<file path="src/hw/rx_pcs_lane_status_pkg.sv">
// Constants shared by the receive PCS lane status logic
package rx_pcs_lane_status_pkg;
	// ==========================================================
	// Geometry
	localparam int NUM_LANES = 20;
	localparam int BLK_W = 66;
	localparam int BLKS_PER_CYCLE = 4;
	localparam int PARITY_W = 8;
	localparam int MISMATCH_W = 3;
	// ==========================================================
	// Block field positions (sync in low bits, then payload LSB first)
	localparam int SYNC_LSB = 0;
	localparam int TYPE_LSB = 2;
	localparam int SEQ_D3_LSB = 26;
	localparam int SEQ_OCODE_LSB = 34;
	localparam int MARKER_PARITY_LSB = 26;
	localparam logic [1:0] SYNC_DATA = 2'h1;
	localparam logic [1:0] SYNC_CTRL = 2'h2;
	localparam logic [7:0] TYPE_IDLE = 8'h1E;
	localparam logic [7:0] TYPE_ORDERED = 8'h4B;
	localparam logic [3:0] OCODE_SEQ = 4'h0;
	localparam logic [3:0] OCODE_SIGNAL = 4'hF;
	localparam logic [7:0] SEQ_LOCAL_FAULT = 8'h01;
	localparam logic [65:0] IDLE_BLK = {56'h0, TYPE_IDLE, SYNC_CTRL};
	// ==========================================================
	// Fault and error rate timing
	localparam int LF_SEQ_LIMIT = 4;
	localparam int LF_COL_WINDOW = 128;
	localparam int CLK_PERIOD_NS = 10;
	localparam int BER_WINDOW_NS = 500000;
	localparam int BER_WINDOW_CYCLES = BER_WINDOW_NS / CLK_PERIOD_NS;
	localparam int BER_ERR_LIMIT = 97;
	// ==========================================================
	// Register map (byte offsets) and reset values
	localparam logic [3:0] REG_CTRL = 4'h0;
	localparam logic [3:0] REG_STATUS = 4'h4;
	localparam logic [3:0] REG_MISMATCH_TOTAL = 4'h8;
	localparam logic [3:0] REG_PARITY_SEEN = 4'hC;
	localparam int CTRL_RX_TP_BIT = 0;
	localparam int ST_LOCAL_FAULT_BIT = 0;
	localparam int ST_HI_BER_BIT = 1;
	localparam int ST_SIGNAL_OS_BIT = 2;
	localparam int ST_INT_FAULT_BIT = 3;
	localparam int ST_TP_EN_BIT = 4;
	localparam logic [31:0] REG_RESET = 32'h0000_0000;
endpackage

</file>
<file path="src/hw/lane_parity_check.sv">
// Per-lane interleaved parity accumulation and check against lane markers
`timescale 1ns/1ps
module lane_parity_check
	import rx_pcs_lane_status_pkg::*;
#(
	parameter int LANES = NUM_LANES
) (
	// Clock and reset
	input wire logic clk_i,
	input wire logic reset_i,
	// Lane block stream
	input wire logic blk_valid_i,
	input wire logic [4:0] blk_lane_i,
	input wire logic [BLK_W-1:0] blk_i,
	input wire logic blk_marker_i,
	// Error pulses
	output logic [LANES-1:0] parity_err_o
);
	generate
		if (LANES < 1 || LANES > 32) begin : g_chk
			$error("lane_parity_check: LANES must be 1..32");
		end
	endgenerate

	// ==========================================================
	// Parity of one block, sync bits folded into columns 3 and 4
	function automatic logic [PARITY_W-1:0] blk_parity(input logic [BLK_W-1:0] b);
		logic [PARITY_W-1:0] p;
		p = '0;
		for (int i = 0; i < 64; i++) begin
			p[i % PARITY_W] = p[i % PARITY_W] ^ b[TYPE_LSB + i];
		end
		p[3] = p[3] ^ b[SYNC_LSB];
		p[4] = p[4] ^ b[SYNC_LSB + 1];
		return p;
	endfunction

	logic [PARITY_W-1:0] acc_ff [LANES];
	logic [PARITY_W-1:0] nxt_acc [LANES];
	logic [LANES-1:0] armed_ff;
	logic [LANES-1:0] nxt_armed;
	logic [LANES-1:0] err_ff;
	logic [LANES-1:0] nxt_err;

	// ==========================================================
	// Accumulate and compare per lane
	always_comb begin
		for (int l = 0; l < LANES; l++) begin
			nxt_acc[l] = acc_ff[l];
		end
		nxt_armed = armed_ff;
		nxt_err = '0;
		if (blk_valid_i && (int'(blk_lane_i) < LANES)) begin
			if (blk_marker_i) begin
				nxt_err[blk_lane_i] = armed_ff[blk_lane_i] &&
					(blk_i[MARKER_PARITY_LSB +: PARITY_W] != acc_ff[blk_lane_i]);
				nxt_armed[blk_lane_i] = 1'b1;
				nxt_acc[blk_lane_i] = '0;
			end else begin
				nxt_acc[blk_lane_i] = acc_ff[blk_lane_i] ^ blk_parity(blk_i);
			end
		end
	end

	always_ff @(posedge clk_i) begin
		if (reset_i) begin
			for (int l = 0; l < LANES; l++) begin
				acc_ff[l] <= '0;
			end
			armed_ff <= '0;
			err_ff <= '0;
		end else begin
			for (int l = 0; l < LANES; l++) begin
				acc_ff[l] <= nxt_acc[l];
			end
			armed_ff <= nxt_armed;
			err_ff <= nxt_err;
		end
	end

	assign parity_err_o = err_ff;
endmodule

</file>
<file path="src/hw/rx_pcs_lane_status.sv">
// Receive PCS lane status, fault, error rate and test pattern check
//
// Functional notes
// Flag received local fault after enough sequences
// Local fault level holds while condition lasts
// One parity error flag per lane, 20 lanes
// Parity mismatch pulses lane flag one cycle
// Parity pulses may repeat back to back
// Excess error rate level while threshold exceeded
// Signal ordered set seen raises indication
// Partner should never send signal ordered sets
// Test enable checks against scrambled idle
// Test enable input maps to management bit
// Three-bit mismatch increment, only when enabled
// Internal fault on test, misalignment, error rate
// All status outputs registered, cleared by reset
`timescale 1ns/1ps
module rx_pcs_lane_status
	import rx_pcs_lane_status_pkg::*;
#(
	parameter int LANES = NUM_LANES,
	parameter int BLKS = BLKS_PER_CYCLE,
	parameter int BER_CYCLES = BER_WINDOW_CYCLES,
	parameter int BER_LIMIT = BER_ERR_LIMIT
) (
	// Clock and reset
	input wire logic clk_i,
	input wire logic reset_i,
	// Descrambled aggregate blocks
	input wire logic [BLKS-1:0] rx_blk_valid_i,
	input wire logic [BLKS-1:0][BLK_W-1:0] rx_blk_i,
	// Per-lane block stream
	input wire logic lane_blk_valid_i,
	input wire logic [4:0] lane_blk_lane_i,
	input wire logic [BLK_W-1:0] lane_blk_i,
	input wire logic lane_blk_marker_i,
	// Control
	input wire logic rx_test_pattern_i,
	input wire logic tx_test_pattern_i,
	input wire logic lanes_aligned_i,
	// Status
	output logic received_local_fault_o,
	output logic [LANES-1:0] lane_parity_err_o,
	output logic excess_error_rate_flag_o,
	output logic signal_ordered_set_seen_o,
	output logic internal_local_fault_o,
	output logic [MISMATCH_W-1:0] test_pattern_mismatch_o,
	// Avalon-MM slave
	input wire logic [3:0] avs_address_i,
	input wire logic avs_read_i,
	input wire logic avs_write_i,
	input wire logic [31:0] avs_writedata_i,
	output logic [31:0] avs_readdata_o,
	output logic avs_waitrequest_o
);
	generate
		if (BLKS < 1 || BLKS > 7 || BER_CYCLES < 2 ||
			BER_LIMIT < 1 || BER_LIMIT > 255) begin : g_chk
			$error("rx_pcs_lane_status: unsupported parameter values");
		end
	endgenerate

	// ==========================================================
	// Block decode
	function automatic logic is_ordered(input logic [BLK_W-1:0] b, input logic [3:0] oc);
		return b[SYNC_LSB +: 2] == SYNC_CTRL && b[TYPE_LSB +: 8] == TYPE_ORDERED &&
			b[SEQ_OCODE_LSB +: 4] == oc;
	endfunction

	logic any_valid;
	logic lf_seen;
	logic sig_seen;
	logic [7:0] bad_sync;
	logic [MISMATCH_W-1:0] mism;
	logic tp_en;
	logic ctrl_tp_ff;

	assign tp_en = rx_test_pattern_i | ctrl_tp_ff;

	always_comb begin
		any_valid = |rx_blk_valid_i;
		lf_seen = 1'b0;
		sig_seen = 1'b0;
		bad_sync = '0;
		mism = '0;
		for (int i = 0; i < BLKS; i++) begin
			if (rx_blk_valid_i[i]) begin
				if (is_ordered(rx_blk_i[i], OCODE_SEQ) &&
					rx_blk_i[i][SEQ_D3_LSB +: 8] == SEQ_LOCAL_FAULT) begin
					lf_seen = 1'b1;
				end
				if (is_ordered(rx_blk_i[i], OCODE_SIGNAL)) begin
					sig_seen = 1'b1;
				end
				if (rx_blk_i[i][SYNC_LSB +: 2] != SYNC_DATA &&
					rx_blk_i[i][SYNC_LSB +: 2] != SYNC_CTRL) begin
					bad_sync = bad_sync + 8'h01;
				end
				if (rx_blk_i[i] != IDLE_BLK) begin
					mism = mism + 3'h1;
				end
			end
		end
	end

	// ==========================================================
	// Local fault detection
	typedef enum logic [2:0] {
		LF_IDLE = 3'b001,
		LF_COUNT = 3'b010,
		LF_FAULT = 3'b100
	} lf_state_t;

	lf_state_t lf_state_ff;
	lf_state_t nxt_lf_state;
	logic [2:0] seq_cnt_ff;
	logic [2:0] nxt_seq_cnt;
	logic [6:0] col_cnt_ff;
	logic [6:0] nxt_col_cnt;
	localparam logic [6:0] COL_LAST = 7'(LF_COL_WINDOW - 1);
	localparam logic [2:0] SEQ_LAST = 3'(LF_SEQ_LIMIT - 1);

	always_comb begin
		nxt_lf_state = lf_state_ff;
		nxt_seq_cnt = seq_cnt_ff;
		nxt_col_cnt = col_cnt_ff;
		unique case (lf_state_ff)
			LF_IDLE: begin
				if (lf_seen) begin
					nxt_lf_state = LF_COUNT;
					nxt_seq_cnt = 3'h1;
					nxt_col_cnt = '0;
				end
			end
			LF_COUNT: begin
				if (lf_seen) begin
					nxt_col_cnt = '0;
					nxt_seq_cnt = seq_cnt_ff + 3'h1;
					if (seq_cnt_ff == SEQ_LAST) begin
						nxt_lf_state = LF_FAULT;
					end
				end else if (any_valid) begin
					nxt_col_cnt = col_cnt_ff + 7'h01;
					if (col_cnt_ff == COL_LAST) begin
						nxt_lf_state = LF_IDLE;
					end
				end
			end
			LF_FAULT: begin
				if (lf_seen) begin
					nxt_col_cnt = '0;
				end else if (any_valid) begin
					nxt_col_cnt = col_cnt_ff + 7'h01;
					if (col_cnt_ff == COL_LAST) begin
						nxt_lf_state = LF_IDLE;
					end
				end
			end
			default: begin
				nxt_lf_state = LF_IDLE;
			end
		endcase
	end

	always_ff @(posedge clk_i) begin
		if (reset_i) begin
			lf_state_ff <= LF_IDLE;
			seq_cnt_ff <= '0;
			col_cnt_ff <= '0;
		end else begin
			lf_state_ff <= nxt_lf_state;
			seq_cnt_ff <= nxt_seq_cnt;
			col_cnt_ff <= nxt_col_cnt;
		end
	end

	// ==========================================================
	// Error rate monitor over a fixed window
	logic [31:0] ber_tmr_ff;
	logic [31:0] nxt_ber_tmr;
	logic [8:0] ber_cnt_ff;
	logic [8:0] nxt_ber_cnt;
	logic hi_ber_ff;
	logic nxt_hi_ber;
	localparam logic [8:0] BER_LIM = 9'(BER_LIMIT);
	localparam logic [31:0] BER_LAST = 32'(BER_CYCLES - 1);

	always_comb begin
		nxt_ber_tmr = ber_tmr_ff + 32'h1;
		nxt_ber_cnt = ber_cnt_ff;
		nxt_hi_ber = hi_ber_ff;
		if (ber_cnt_ff < BER_LIM) begin
			nxt_ber_cnt = ber_cnt_ff + {1'b0, bad_sync};
		end
		if (nxt_ber_cnt >= BER_LIM) begin
			nxt_hi_ber = 1'b1;
		end
		if (ber_tmr_ff == BER_LAST) begin
			nxt_ber_tmr = '0;
			nxt_ber_cnt = {1'b0, bad_sync};
			nxt_hi_ber = ber_cnt_ff + {1'b0, bad_sync} >= BER_LIM;
		end
	end

	always_ff @(posedge clk_i) begin
		if (reset_i) begin
			ber_tmr_ff <= '0;
			ber_cnt_ff <= '0;
			hi_ber_ff <= 1'b0;
		end else begin
			ber_tmr_ff <= nxt_ber_tmr;
			ber_cnt_ff <= nxt_ber_cnt;
			hi_ber_ff <= nxt_hi_ber;
		end
	end

	// ==========================================================
	// Lane parity checker
	lane_parity_check #(
		.LANES(LANES)
	) u_parity (
		.clk_i(clk_i),
		.reset_i(reset_i),
		.blk_valid_i(lane_blk_valid_i),
		.blk_lane_i(lane_blk_lane_i),
		.blk_i(lane_blk_i),
		.blk_marker_i(lane_blk_marker_i),
		.parity_err_o(lane_parity_err_o)
	);

	// ==========================================================
	// Registered status outputs
	logic rlf_ff;
	logic sig_ff;
	logic ilf_ff;
	logic [MISMATCH_W-1:0] mism_ff;
	logic nxt_rlf;
	logic nxt_ilf;
	logic [MISMATCH_W-1:0] nxt_mism;

	always_comb begin
		nxt_rlf = nxt_lf_state == LF_FAULT;
		nxt_ilf = tx_test_pattern_i | ~lanes_aligned_i | hi_ber_ff;
		nxt_mism = tp_en ? mism : '0;
	end

	always_ff @(posedge clk_i) begin
		if (reset_i) begin
			rlf_ff <= 1'b0;
			sig_ff <= 1'b0;
			ilf_ff <= 1'b0;
			mism_ff <= '0;
		end else begin
			rlf_ff <= nxt_rlf;
			sig_ff <= sig_seen;
			ilf_ff <= nxt_ilf;
			mism_ff <= nxt_mism;
		end
	end

	assign received_local_fault_o = rlf_ff;
	assign excess_error_rate_flag_o = hi_ber_ff;
	assign signal_ordered_set_seen_o = sig_ff;
	assign internal_local_fault_o = ilf_ff;
	assign test_pattern_mismatch_o = mism_ff;

	// ==========================================================
	// Register slave: one wait cycle, then answer
	logic wait_ff;
	logic nxt_wait;
	logic [31:0] rdata_ff;
	logic [31:0] nxt_rdata;
	logic nxt_ctrl_tp;
	logic [31:0] tot_ff;
	logic [31:0] nxt_tot;
	logic [LANES-1:0] seen_ff;
	logic [LANES-1:0] nxt_seen;
	logic acc_wr;

	always_comb begin
		acc_wr = avs_write_i && !wait_ff;
		nxt_wait = !((avs_read_i || avs_write_i) && wait_ff);
		nxt_ctrl_tp = ctrl_tp_ff;
		nxt_tot = tot_ff + 32'(mism_ff);
		nxt_seen = seen_ff;
		nxt_rdata = rdata_ff;
		if (acc_wr && avs_address_i == REG_CTRL) begin
			nxt_ctrl_tp = avs_writedata_i[CTRL_RX_TP_BIT];
		end
		if (acc_wr && avs_address_i == REG_MISMATCH_TOTAL) begin
			nxt_tot = 32'(mism_ff);
		end
		if (acc_wr && avs_address_i == REG_PARITY_SEEN) begin
			nxt_seen = seen_ff & ~avs_writedata_i[LANES-1:0];
		end
		nxt_seen = nxt_seen | lane_parity_err_o;
		if (avs_read_i && wait_ff) begin
			unique case (avs_address_i)
				REG_CTRL: nxt_rdata = 32'(ctrl_tp_ff);
				REG_STATUS: nxt_rdata = 32'({tp_en, ilf_ff, sig_ff, hi_ber_ff, rlf_ff});
				REG_MISMATCH_TOTAL: nxt_rdata = tot_ff;
				REG_PARITY_SEEN: nxt_rdata = 32'(seen_ff);
				default: nxt_rdata = '0;
			endcase
		end
	end

	always_ff @(posedge clk_i) begin
		if (reset_i) begin
			wait_ff <= 1'b1;
			rdata_ff <= REG_RESET;
			ctrl_tp_ff <= 1'b0;
			tot_ff <= REG_RESET;
			seen_ff <= '0;
		end else begin
			wait_ff <= nxt_wait;
			rdata_ff <= nxt_rdata;
			ctrl_tp_ff <= nxt_ctrl_tp;
			tot_ff <= nxt_tot;
			seen_ff <= nxt_seen;
		end
	end

	assign avs_readdata_o = rdata_ff;
	assign avs_waitrequest_o = wait_ff;
endmodule

</file>
<file path="config.mk">
export PLATFORM = sky130hd
export DESIGN_NAME = rx_pcs_lane_status
export DESIGN_NICKNAME = d
export VERILOG_FILES = /design/src/hw/rx_pcs_lane_status_pkg.sv /design/src/hw/lane_parity_check.sv /design/src/hw/rx_pcs_lane_status.sv
export SDC_FILE = /design/constraint.sdc
export NUM_CORES = 1
export LEC_CHECK = 0
export BUFFER_PORTS_ARGS = -buffer_cell sky130_fd_sc_hd__buf_2
export CAP_MARGIN = 20
export CORE_UTILIZATION = 50
export CTS_BUF_LIST = sky130_fd_sc_hd__clkbuf_2
export CTS_CLUSTER_SIZE = 25
export DETAILED_ROUTE_END_ITERATION = 8
export PLACE_DENSITY = 0.83
export SYNTH_ARGS = -nofsm -noshare
export SYNTH_HDL_FRONTEND = slang
export SYNTH_HIERARCHICAL = 1
export SYNTH_SLANG_ARGS = --single-unit
</file>
<file path="constraint.sdc">
create_clock -name clk_i -period 4.45 [get_ports clk_i]
set_input_delay 0.89 -clock clk_i [delete_from_list [all_inputs] [get_ports clk_i]]
set_output_delay 0.89 -clock clk_i [all_outputs]
set_load 0.01 [all_outputs]
</file>
==> Word level (Yosys, flattened, before mapping) <==
Memory sizes are Yosys's and may differ from the RTL's.
Index checks and enable logic that the tools add are counted.
{ "classes": {"mux": 85, "n_lt_le_gt_ge": 8, "n_addsub": 11, "n_eq_ne": 42, "reduce_logical": 50, "n_bitwise": 94} }
{ "ops": {"columns": ["operator", "count"], "rows": [
  ["$mux 160", 2],
  ["$ne 66x7->1 const B", 4],
  ["$mux 8", 28],
  ["$and 160x160->160", 1],
  ["$bwmux 160", 1],
  ["$not 160->160", 1],
  ["$pmux 32 s4", 1],
  ["$xor 1x1->1", 58],
  ["$mux 3", 15],
  ["$and 20x20->20", 2],
  ["$demux 8 s5", 1],
  ["$or 20x20->20", 2],
  ["$add 32x1->32 const B", 1],
  ["$add 32x3->32", 1],
  ["$eq 32x16->1 const B", 1],
  ["$eq 8x1->1 const B", 4],
  ["$eq 8x7->1 const B", 4],
  ["$logic_and 1x1->1", 30],
  ["$mux 1", 27],
  ["$add 8x1->8 const B", 3],
  ["$eq 4x4->1 const B", 6],
  ["$or 1x1->1", 23],
  ["$mux 7", 3],
  ["$logic_not 4->1", 5],
  ["39 further kinds", 66]
]} }
{ "word_totals": {"ram_bits": 160, "wordCells": 310, "memories": 1, "output_inout_bits": 60, "ff_bits": 187, "in_bits": 384} }
{ "mem_list": {"columns": ["name", "words", "word_bits", "rd", "rd_ports_with_merged_regs", "wr", "line", "rtl"], "rows": [
  ["u_parity.acc_ff", 20, 8, 21, 0, 20, "lane_parity_check.sv:38", "logic [PARITY_W-1:0] acc_ff [LANES];"]
]} }

==> Longest topological paths before layout <==
Gate-level depths: netlist of the first run.
{ "depth": {"depth_word": 18, "ltp_mapped": 21, "ltp_nobuf": 20} }

==> By module <==
The synthesis of the first run kept the hierarchy.
{ "by_module_without_submodules": {"columns": ["mod", "seq_area_each_um2", "instances", "cells_per_inst", "area_per_inst_um2"], "rows": [
  ["lane_parity_check", 4003.8, 1, 1020, 9384.0],
  ["rx_pcs_lane_status", 2942.8, 1, 957, 7577.3]
]} }

==> Worst setup path before layout of the first run <==
Ideal clock, no wire load.
{ "synth_path": {"path_kind": "input-to-reg", "from": "input port rx_blk_i[0] in the netlist's numbering", "to": "register hi_ber_ff (netlist: excess_error_rate_flag_o)", "arrival_ps": 4354, "path_buffers": 0, "path_slack_ps": -29, "t_required_ps": 4325, "stages": 19, "setup_time_ps": 125, "cell_sequence": "inv_1 -> ha_1 -> nand2_1 -> inv_1 -> ha_1 -> nand2_1 -> o21ai_0 -> ha_1 -> mux2_2 -> ha_1 -> mux2_2 -> fa_1 -> a211o_1 -> o2111ai_1 -> xnor2_1 -> nand2_1 -> mux2i_1 -> o311a_1 -> a31oi_1"} }
{ "synth_between": {"elab_chain_cells": 17, "word_cells_on_any_way": 20, "classes_between": "4 x add/sub; 2 x order compare; 2 x eq/ne; 10 x mux; 2 x reduce/logical"} }
{ "synth_lines": {"columns": ["element", "line", "rtl"], "rows": [
  ["from (decl)", "rx_pcs_lane_status.sv:31", "input wire logic [BLKS-1:0][BLK_W-1:0] rx_blk_i,"],
  ["$ne 2x1->1 / $ne 2x2->1 (equally long branches)", "rx_pcs_lane_status.sv:95, rx_pcs_lane_status.sv:96", null],
  ["$logic_and 1x1->1 (*)", "rx_pcs_lane_status.sv:95", "if (rx_blk_i[i][SYNC_LSB +: 2] != SYNC_DATA &&"],
  ["$mux 1 (*)", "rx_pcs_lane_status.sv:95", null],
  ["$mux 1 (*)", "rx_pcs_lane_status.sv:87", "if (rx_blk_valid_i[i]) begin"],
  ["$add 8x1->8", "rx_pcs_lane_status.sv:97", "bad_sync = bad_sync + 8'h01;"],
  ["$mux 8", "rx_pcs_lane_status.sv:95", null],
  ["$mux 8 (*)", "rx_pcs_lane_status.sv:87", null],
  ["$add 8x1->8", "rx_pcs_lane_status.sv:97", null],
  ["$mux 8", "rx_pcs_lane_status.sv:95", null],
  ["$mux 8 (*)", "rx_pcs_lane_status.sv:87", null],
  ["$add 8x1->8", "rx_pcs_lane_status.sv:97", null],
  ["$mux 8", "rx_pcs_lane_status.sv:95", null],
  ["$mux 8 (*)", "rx_pcs_lane_status.sv:87", null],
  ["$add 9x8->9 (*)", "rx_pcs_lane_status.sv:193, rx_pcs_lane_status.sv:201", null],
  ["$mux 9", "rx_pcs_lane_status.sv:192", "if (ber_cnt_ff < BER_LIM) begin"],
  ["$ge 9x7->1", "rx_pcs_lane_status.sv:195", "if (nxt_ber_cnt >= BER_LIM) begin"],
  ["$reduce_bool 2->1 (no source line)", null, null],
  ["to (signal assigned)", "rx_pcs_lane_status.sv:213", "hi_ber_ff <= nxt_hi_ber;"],
  ["to (decl)", "rx_pcs_lane_status.sv:183", "logic hi_ber_ff;"]
]} }
Every way passes the cells marked *; elsewhere a longest branch is shown, timed or not.
A chain may end at the register's enable or synchronous reset.

==> Worst setup path after layout of the first run <==
Same ends and word-level chain as after synthesis.

==> out/results.tsv, run 1 <==
metric	value	unit
status	completed	
area_delta_synth_final	20.43	%
r2r-end	u_parity/parity_err_o[14]	
drv_cap	0	
numCtsBuffers	87	
required	5180	ps
gr-usage-met1	38.88	%
final_max_slew_viol_count	0	
synth_nets	2384	
async_reset_ff_share	0	%
yosys.area.top_type	dfxtp_1	
overflow	0	
clk_pin_slew	110	ps
reg2reg_from	u_parity/acc_ff[19][7]	
seq_area_frac_synth	40.96	%
use_met3	13.69	%
grt.total_usage	31.93	%
ys.warnings.count	6	
worst_pin_slew	933.6	ps
dieWidth	186.2	um
path_class	input pin to register	
cts_tree	built	
synth_ff_type	dfxtp_1	
ys_seq_elements	347	
fin_hold_ws	192.5	ps
syn_area_per_cell	8.579	um^2
antenna_found_initial	24	
period_needed	3947	ps
clk_latency	940	ps
fin_area	20430	um^2
synthTopCellsByArea	dfxtp_1 41%, nor2_1 8.9%, a22oi_1 7.8%, mux2i_1 4.4%, xor2_1 3.3%	
reg2reg_depth	6	
hp-start	avs_read_i	
drt_iter0_drc	1705	
route.detailed.drc	0	
cts_num_sinks	347	
ant_nets	0	
die_h	186.2	um
cts_hold_buffers	0	
placed_area	19540	um^2
worst_hold_path.endpoint	avs_waitrequest_o	
rows	67	
ir_worst_vdd	291.9	uV
fin_nets	2841	
max_freq	253.4	MHz
reg2reg_slack	1570	ps
power_density	318.7	nW/um^2
port_buffers	431	
worst-path-max-fanout	3	
viasPerCell	5.902	
drive_gt1_share	26.45	%
power_leakage	0.008486	uW
cts.path.max_buffers	3	
arrival	4670	ps
synth.most_common_cell	nor2_1	
synthCells	1977	
floorplan.initialDensity	50.71	%
dp.final_hpwl	42.75	mm
grt_max_degree	114	
finClkSkew	99.23	ps
yosys.cell_types.count	79	
whs_path_depth	2	
startpoint_type	input pin	
crit_start	rx_blk_i[0]	
die-area	34660	um^2
h-tree-depth	3	
finalSetupViolCount	0	
synthTopCellsByCount	401 x nor2_1, 347 x dfxtp_1, 177 x a22oi_1	
first_pass_iters	6	
synth.cell_area	16960	um^2
synth_edf_count	0	
wl_per_cell	19.24	um
post_cts_resized	0	
grt_pass1_wl	85.01	mm
grt_pass1_vias	16510	
dpl_worst_slack	-340.0	ps
pin_count	444	
grt_use_met2	49.73	%
hold_violations	0	
max_slew_margin	37.61	%
hold_class	input pin to register	
vias	17500	
final_cells	2965	
synth_top_area_share	40.96	%
worstSetupEndpointType	register	
postCtsSetupBuffers	0	
dp.cells	2791	
rsz0062_at_grt	false	
fin_ws	503.2	ps
total_power	6510	uW
period_share	88.69	%
grt-busiest-layer	met2	
cts-root-buf	clkbuf_2	
finalWirelength	57.05	mm
place_congestion	1.103	
coreArea	33450	um^2
[logic make-up (layout without fill, tap and decap cells)]
family | after synthesis | in the layout | share of synthesized area, %
simple gates | 872 | 872 | 24.76
mux | 92 | 92 | 6.447
other cells | 0 | 14 | 0
xor+xnor | 129 | 129 | 6.986
buf+inv | 134 | 660 | 3.615
fa+ha+maj | 23 | 23 | 1.785
compound gates | 380 | 380 | 15.45
flops | 347 | 347 | 40.96
[final cells by class]
| type | count | area, um^2 |
|---|---|---|
| well taps | 448 | 560.5 |
| diodes | 14 | 35.03 |
| fillers | 2916 | 13020 |
| multi-input cells | 1496 | 9423 |
| flip-flops and latches | 347 | 6947 |
| clock buffers | 115 | 575.6 |
| inverters | 26 | 97.59 |
| repair buffers | 476 | 2569 |
| clock inverters | 43 | 219.0 |
[metal layers]
metal,share of wire (%),up-vias
li1,-,8141
met1,41,8196
met2,44,1018
met3,13,129
met4,2.5,16
met5,0.21,-
[state kept, by name, indices dropped and copies added, names as in the netlist, 3 cells and up]
signal and count:
avs_readdata_o 32, u_parity/parity_err_o 20, lf_state_ff 3, ber_cnt_ff 9, u_parity/acc_ff 160, seq_cnt_ff 3, col_cnt_ff 7, test_pattern_mismatch_o 3
ber_tmr_ff 32, seen_ff 20, tot_ff 32, u_parity/armed_ff 20
[placed cells by master, fill, tap and decap left out, drive strengths merged, types with 9 or more instances in the layout]
master / instances
nand3: 60
mux2i: 74
nand2b: 18
nand2: 133
nor3: 34
nor2: 402
o21ai: 23
nor2b: 9
and3: 20
ha: 21
o22ai: 19
clkinv: 36
nor4: 78
diode: 14
mux4: 13
dfxtp: 347
buf: 476
xor2: 64
clkbuf: 115
and2: 10
or3: 13
inv: 31
or4: 11
nand4: 42
a21oi: 105
a22oi: 181
xnor2: 61
[worst max path at each step]
stage	end	slack, ps	cells past startpoint
after global placement	excess_error_rate_flag_o	-210	20
final	excess_error_rate_flag_o	500	20
after floorplan	excess_error_rate_flag_o	7	19
after CTS	excess_error_rate_flag_o	590	20
after detailed placement	excess_error_rate_flag_o	-340	20
after global routing	excess_error_rate_flag_o	300	20
[power by group]
part | total, uW | leakage, uW | internal [uW] | switching [uW]
Sequential | 3220 | 0.00280 | 3170 | 48.1
Clock | 2110 | 0.000585 | 791 | 1320
Combinational | 1180 | 0.00510 | 477 | 703
Total | 6510 | 0.00849 | 4440 | 2070
[critical path: stages]
cell and delay (ps):
buf_2 80, inv_1 30, ha_1 280, nand2_1 90, inv_1 50, ha_1 270
nand2_1 70, o21ai_0 110, ha_1 310, mux2_2 280, ha_1 270, mux2_2 320
ha_1 310, a211oi_1 240, buf_4 170, xor2_1 150, a31oi_1 90, or3_1 330
o21ai_0 220, a31oi_1 120
[per-stage QoR]
stage | util, % | setup TNS (ps)
finish | 61.07 | 0
global route | 61.02 | 0
CTS | 60.80 | 0
detailed placement | 58.42 | -340.0
global placement | 58.42 | -205.6
floorplan | - | 0
No activity file was read; power rests on OpenSTA's default activity.
==> run 2: changes to the inputs <==
CAP_MARGIN = 15   (was 20)
PLACE_DENSITY = 0.79   (was 0.83)
==> run 2 against run 1 <==
Net effect:
- the run now ends with design-rule violations left
- via count fell by 0.10%
- total power is 0.18% lower
- global-route usage rose by 0.93 points
- utilization decreased by 0.27 points
- register-to-register slack better by 90 ps
- count of clock-buffer cells in the layout up 9
- hold slack is essentially flat
- sequential power barely moved
- wire length up 1.1%
- largest cell class unchanged
- largest power group unchanged
- highest routed layer unchanged
==> out/results.tsv, run 2 (synthesis gave the netlist of run 1 again) <==
metric	value	unit	change
netSwitchingPower	2047	uW	-1.2%
violations	design-rule violations		
first_pass_iters	9		+3
fin_ws	514.1	ps	+10.98 ps
placed_area	19510	um^2	-0.19%
startpoint_type	input pin		
antenna_found_initial	16		-33%
fin_util	60.80	%	-0.27 points
port_buffers	431		unchanged
vias	17480		-0.10%
worst_pin_slew	1150	ps	+216.7 ps
fin_area	20340	um^2	-0.43%
worst_hold_path.endpoint	internal_local_fault_o		
grt.total_usage	32.85	%	+0.93 points
fin_nets	2833		-0.28%
combPwrFrac	18.0	%	about the same
hold_violations	0		unchanged
reg2reg_depth	6		unchanged
arrival	4660	ps	about the same
layout_common_cells	429 x buf_2, 400 x nor2_1, 347 x dfxtp_1, 177 x a22oi_1, 132 x nand2_1		
intPower	4451	uW	+0.30%
whs_path_depth	2		unchanged
drt_iter0_drc	1559		-8.6%
grt_pass1_wl	87.09	mm	+2.5%
switching_share	31.50	%	-0.33 points
period_needed	3936	ps	-10.98 ps
grt_pass1_vias	16480		-0.20%
clk_pin_slew	100	ps	about the same
max_freq	254.1	MHz	+0.28%
cts.path.max_buffers	3		unchanged
power.share.sequential	49.5	%	about the same
total_power	6498	uW	-0.18%
cts-root-buf	clkbuf_2		
cts_num_sinks	347		unchanged
ant_nets	0		unchanged
hp-start	lanes_aligned_i		
area_delta_synth_final	19.90	%	
ir_worst_vdd	319.1	uV	+9.3%
dieWidth	186.2	um	unchanged
hold_class	input pin to register		
finalWirelength	57.66	mm	+1.1%
final_max_slew_viol_count	0		unchanged
power_leakage	0.008440	uW	-0.55%
dpl_worst_slack	-289.0	ps	+50.97 ps
finClkSkew	73.87	ps	-25.35 ps
dp.final_hpwl	43.57	mm	+1.9%
rsz0062_at_grt	false		
wl_per_cell	19.49	um	+1.3%
required	5180	ps	about the same
coreArea	33450	um^2	unchanged
r2r-end	u_parity/parity_err_o[12]		
power_density	319.5	nW/um^2	+0.26%
numCtsBuffers	85		-2.3%
overflow	0		unchanged
pin_count	444		unchanged
final_common_cell	buf_2		
max_slew_margin	23.13	%	-14 points
finalSetupViolCount	0		unchanged
regMostFlops	u_parity/acc_ff		
reg2reg_slack	1660	ps	+90 ps
post_cts_resized	0		unchanged
viasPerCell	5.908		about the same
route.detailed.drc	2		+2
die-area	34660	um^2	unchanged
worst-path-max-fanout	4		+1
die_h	186.2	um	unchanged
status	complete, but fails checks		
grt_max_degree	177		+55%
cts_hold_buffers	0		unchanged
clockPowerShare	32.5	%	about the same
reg2reg_from	u_parity/acc_ff[19][6]		
cts_tree	built		
period_share	88.45	%	-0.25 points
drive_gt1_share	26.40	%	-0.046 points
floorplan.initialDensity	50.71	%	unchanged
place_congestion	1.079		-2.2%
h-tree-depth	3		unchanged
postCtsSetupBuffers	0		unchanged
path_class	input pin to register		
drv_cap	0		unchanged
worstSetupEndpointType	register		
clk_latency	900	ps	-40 ps
largest_reg_flops	160		unchanged
rows	67		unchanged
[run 2: critical path: stages]
cell	delay, ps
buf_2	80
inv_1	40
ha_1	290
nand2_1	90
inv_1	50
ha_1	290
nand2_1	70
o21ai_0	110
ha_1	310
mux2_2	290
ha_1	270
mux2_2	310
fa_2	410
a21o_1	170
a21oi_1	290
nand2b_1	110
a211oi_1	240
o21ai_0	130
a21oi_1	160
a31oi_1	60
[run 2: stage by stage]
step / setup TNS [ps] / hold WS, ps / instances
6_report: 0 / 192.8 / 2959
4_1_cts: 0 / 76.03 / 2944
3_3_place_gp: -157.8 / 441.8 / 2787
2_1_floorplan: 0 / 429.5 / 1977
5_1_grt: 0 / 99.66 / 2956
3_5_place_dp: -305.2 / 445.6 / 2787
[run 2: area by class of cell]
type                       instances  area [um^2]
antenna                           15        37.54
clock inverter                    33        173.9
fill                            2984        13110
inverter                          26        97.59
clock buffer                     124        620.6
tap                              448        560.5
timing repair buffer             470         2484
sequential                       347         6947
multi-input combinational       1496         9417
[run 2: how the worst max path moves through the flow]
stage	startpoint	to	cells past startpoint
after floorplan	rx_blk_i[0]	excess_error_rate_flag_o	19
after global placement	rx_blk_i[0]	excess_error_rate_flag_o	20
after detailed placement	rx_blk_i[0]	excess_error_rate_flag_o	20
after CTS	rx_blk_i[0]	excess_error_rate_flag_o	20
after global routing	rx_blk_i[0]	excess_error_rate_flag_o	20
final	rx_blk_i[0]	excess_error_rate_flag_o	20
[run 2: power groups by stage]
stage / logic [uW] / clock network [uW] / registers, uW
2_1_floorplan: 696 / 0 / 3270
3_3_place_gp: 1100 / 0 / 3280
3_5_place_dp: 1140 / 0 / 3290
4_1_cts: 1140 / 2170 / 3220
5_1_grt: 1260 / 2330 / 3220
6_report: 1170 / 2110 / 3220
[run 2: metal layers]
layer	track usage [%]	wire [um]	up-vias
met2	50.15	25320	878
met3	12.66	6719	155
met4	16.52	2382	4
li1	-	-	8125
met5	0	25	-
met1	40.32	23210	8320
==> run 3: changes to the inputs <==
clock period = 3.6 ns   (was 4.45 ns; I/O delays follow)
==> run 3 against run 2 <==
Net effect:
- the run now ends clean
- total power is 23% higher
- sequential power is 24% higher
- combinational power is 31% higher
- die area stayed put
- clock skew is 53 ps higher
- utilization is 1.4 points higher
- setup slack worse by 370 ps
- register-to-register slack worse by 820 ps
- largest power group unchanged
- flip-flop and latch count stayed put
- largest cell class unchanged
- cell count is 1.2% higher
- highest routed layer unchanged
==> out/results.tsv, run 3 (synthesis gave the netlist of run 1 again) <==
metric	value	unit	change
ir_worst_vdd	270.3	uV	-15%
power_density	384.6	nW/um^2	+20%
fillers	2912		-2.4%
period_needed	3454	ps	
place_congestion	1.003		-7.0%
cts_tree	built		
area_delta_synth_final	22.57	%	
fin_util	62.16	%	+1.4 points
path_class	input pin to register		
grt_use_met2	50.51	%	+0.36 points
startpoint_type	input pin		
hold_violations	0		unchanged
crit_buf_inv	3		unchanged
port_buffers	431		unchanged
max_freq	289.5	MHz	
grt-busiest-layer	met2		
first_pass_iters	5		-4
worst_pin_slew	1141	ps	-9.701 ps
arrival	4150	ps	-510 ps
fin_hold_ws	80.54	ps	-112.3 ps
critPathMaxStageDelay	320	ps	-90 ps
total_power	7997	uW	+23%
dieWidth	186.2	um	unchanged
layout_common_cells	429 x buf_2, 400 x nor2_1, 347 x dfxtp_1, 177 x a22oi_1, 131 x nand2_1		
die-area	34660	um^2	unchanged
drv_cap	0		unchanged
max_slew_margin	23.78	%	+0.65 points
tns	0	ps	unchanged
cts_hold_buffers	4		+4
worst-path-max-fanout	3		-1
postCtsSetupBuffers	0		unchanged
cts_num_sinks	347		unchanged
power_leakage	0.008685	uW	+2.9%
grt.total_usage	31.70	%	-1.2 points
placed_area	20010	um^2	+2.6%
viasPerCell	5.838		-1.2%
rsz0062_at_grt	false		
reg2reg_slack	840	ps	-820 ps
status	completed		
h-tree-depth	3		unchanged
wl_per_cell	18.69	um	-4.1%
numCtsBuffers	89		+4.7%
fin_area	20790	um^2	+2.2%
drt_iter0_drc	1672		+7.2%
critPathTopFamily	adder cells		
grt_pass1_vias	16690		+1.3%
required	4300	ps	-880 ps
crit_chain	buf_2 -> inv_6 -> ha_4 -> nand2_2 -> inv_1 -> ha_1 -> nand2_1 -> o21ai_2 -> ha_1 -> mux2_4 -> ha_4 -> mux2_4 -> ha_4 -> a211oi_2 -> o21bai_1 -> and2_1 -> nand3_1 -> mux2i_1 -> o311a_1 -> a31oi_1		
overflow	0		unchanged
cts.path.max_buffers	3		unchanged
final_common_cell	buf_2		
finClkSkew	127.3	ps	+53.38 ps
hold_class	input pin to register		
grt_max_degree	195		+10%
post_cts_resized	0		unchanged
route.detailed.drc	0		-2
clk_latency	930	ps	+30 ps
dp.final_hpwl	42.06	mm	-3.5%
drive_gt1_share	28.30	%	+1.9 points
finalWirelength	55.98	mm	-2.9%
worstSetupEndpointType	register		
die_h	186.2	um	unchanged
final_max_slew_viol_count	0		unchanged
period_share	95.96	%	
grt_pass1_wl	85.17	mm	-2.2%
ant_nets	0		unchanged
antenna_found_initial	22		+6
vias	17480		+0.011%
use_met3	9.755	%	-2.9 points
rows	67		unchanged
regMostFlops	u_parity/acc_ff		
pin_count	444		unchanged
clk_pin_slew	100	ps	about the same
crit_slowest_cell	a211oi_2		
crit_top_cell	ha_4		
finalSetupViolCount	0		unchanged
floorplan.initialDensity	50.71	%	unchanged
cts-root-buf	clkbuf_2		
fin_nets	2891		+2.0%
largest_reg_flops	160		unchanged
coreArea	33450	um^2	unchanged
gr-usage-met1	38.70	%	-1.6 points
## run 3: worst paths after layout
check,depth (start not counted),from,endpoint
setup / recovery,20,rx_blk_i[0],excess_error_rate_flag_o
hold / removal,3,avs_writedata_i[0],ctrl_tp_ff
setup reg to reg,8,u_parity/acc_ff[19][0],u_parity/parity_err_o[19]
hold reg to reg,2,avs_readdata_o[31],avs_readdata_o[31]
## run 3: area by class of cell
| type | instances | area [um^2] | area share, % |
|---|---|---|---|
| inverters | 26 | 102.6 | 0.4935 |
| clock inverters | 21 | 107.6 | 0.5176 |
| flip-flops and latches | 347 | 6947 | 33.41 |
| well taps | 448 | 560.5 | 2.696 |
| repair buffers | 524 | 2949 | 14.19 |
| diodes | 13 | 32.53 | 0.1565 |
| clock buffers | 120 | 600.6 | 2.889 |
| multi-input cells | 1496 | 9490 | 45.65 |
## run 3: layer usage
| layer | vias to the layer above | wire, um |
|---|---|---|
| met3 | 126 | 5729 |
| met5 | - | 52 |
| met4 | 10 | 1949 |
| li1 | 8201 | - |
| met1 | 8290 | 23070 |
| met2 | 857 | 25180 |
## run 3: tightest hold or removal path, cell delays in order
cell	delay [ps]
buf_2	100
mux2i_1	70
nor2_1	80
## run 3: through the flow
step           worst slack, ps  std cells
6_report                 145.5       2995
5_1_grt                  70.78       2989
4_1_cts                  230.6       2982
3_5_place_dp            -677.1       2837
3_3_place_gp            -597.4       2837
2_1_floorplan           -404.1       1977
## run 3: report_power, final
group | internal, uW | total [uW] | switching, uW
Combinational | 647 | 1530 | 878
Sequential | 3920 | 3980 | 62.8
Clock | 908 | 2490 | 1580
Total | 5470 | 8000 | 2520
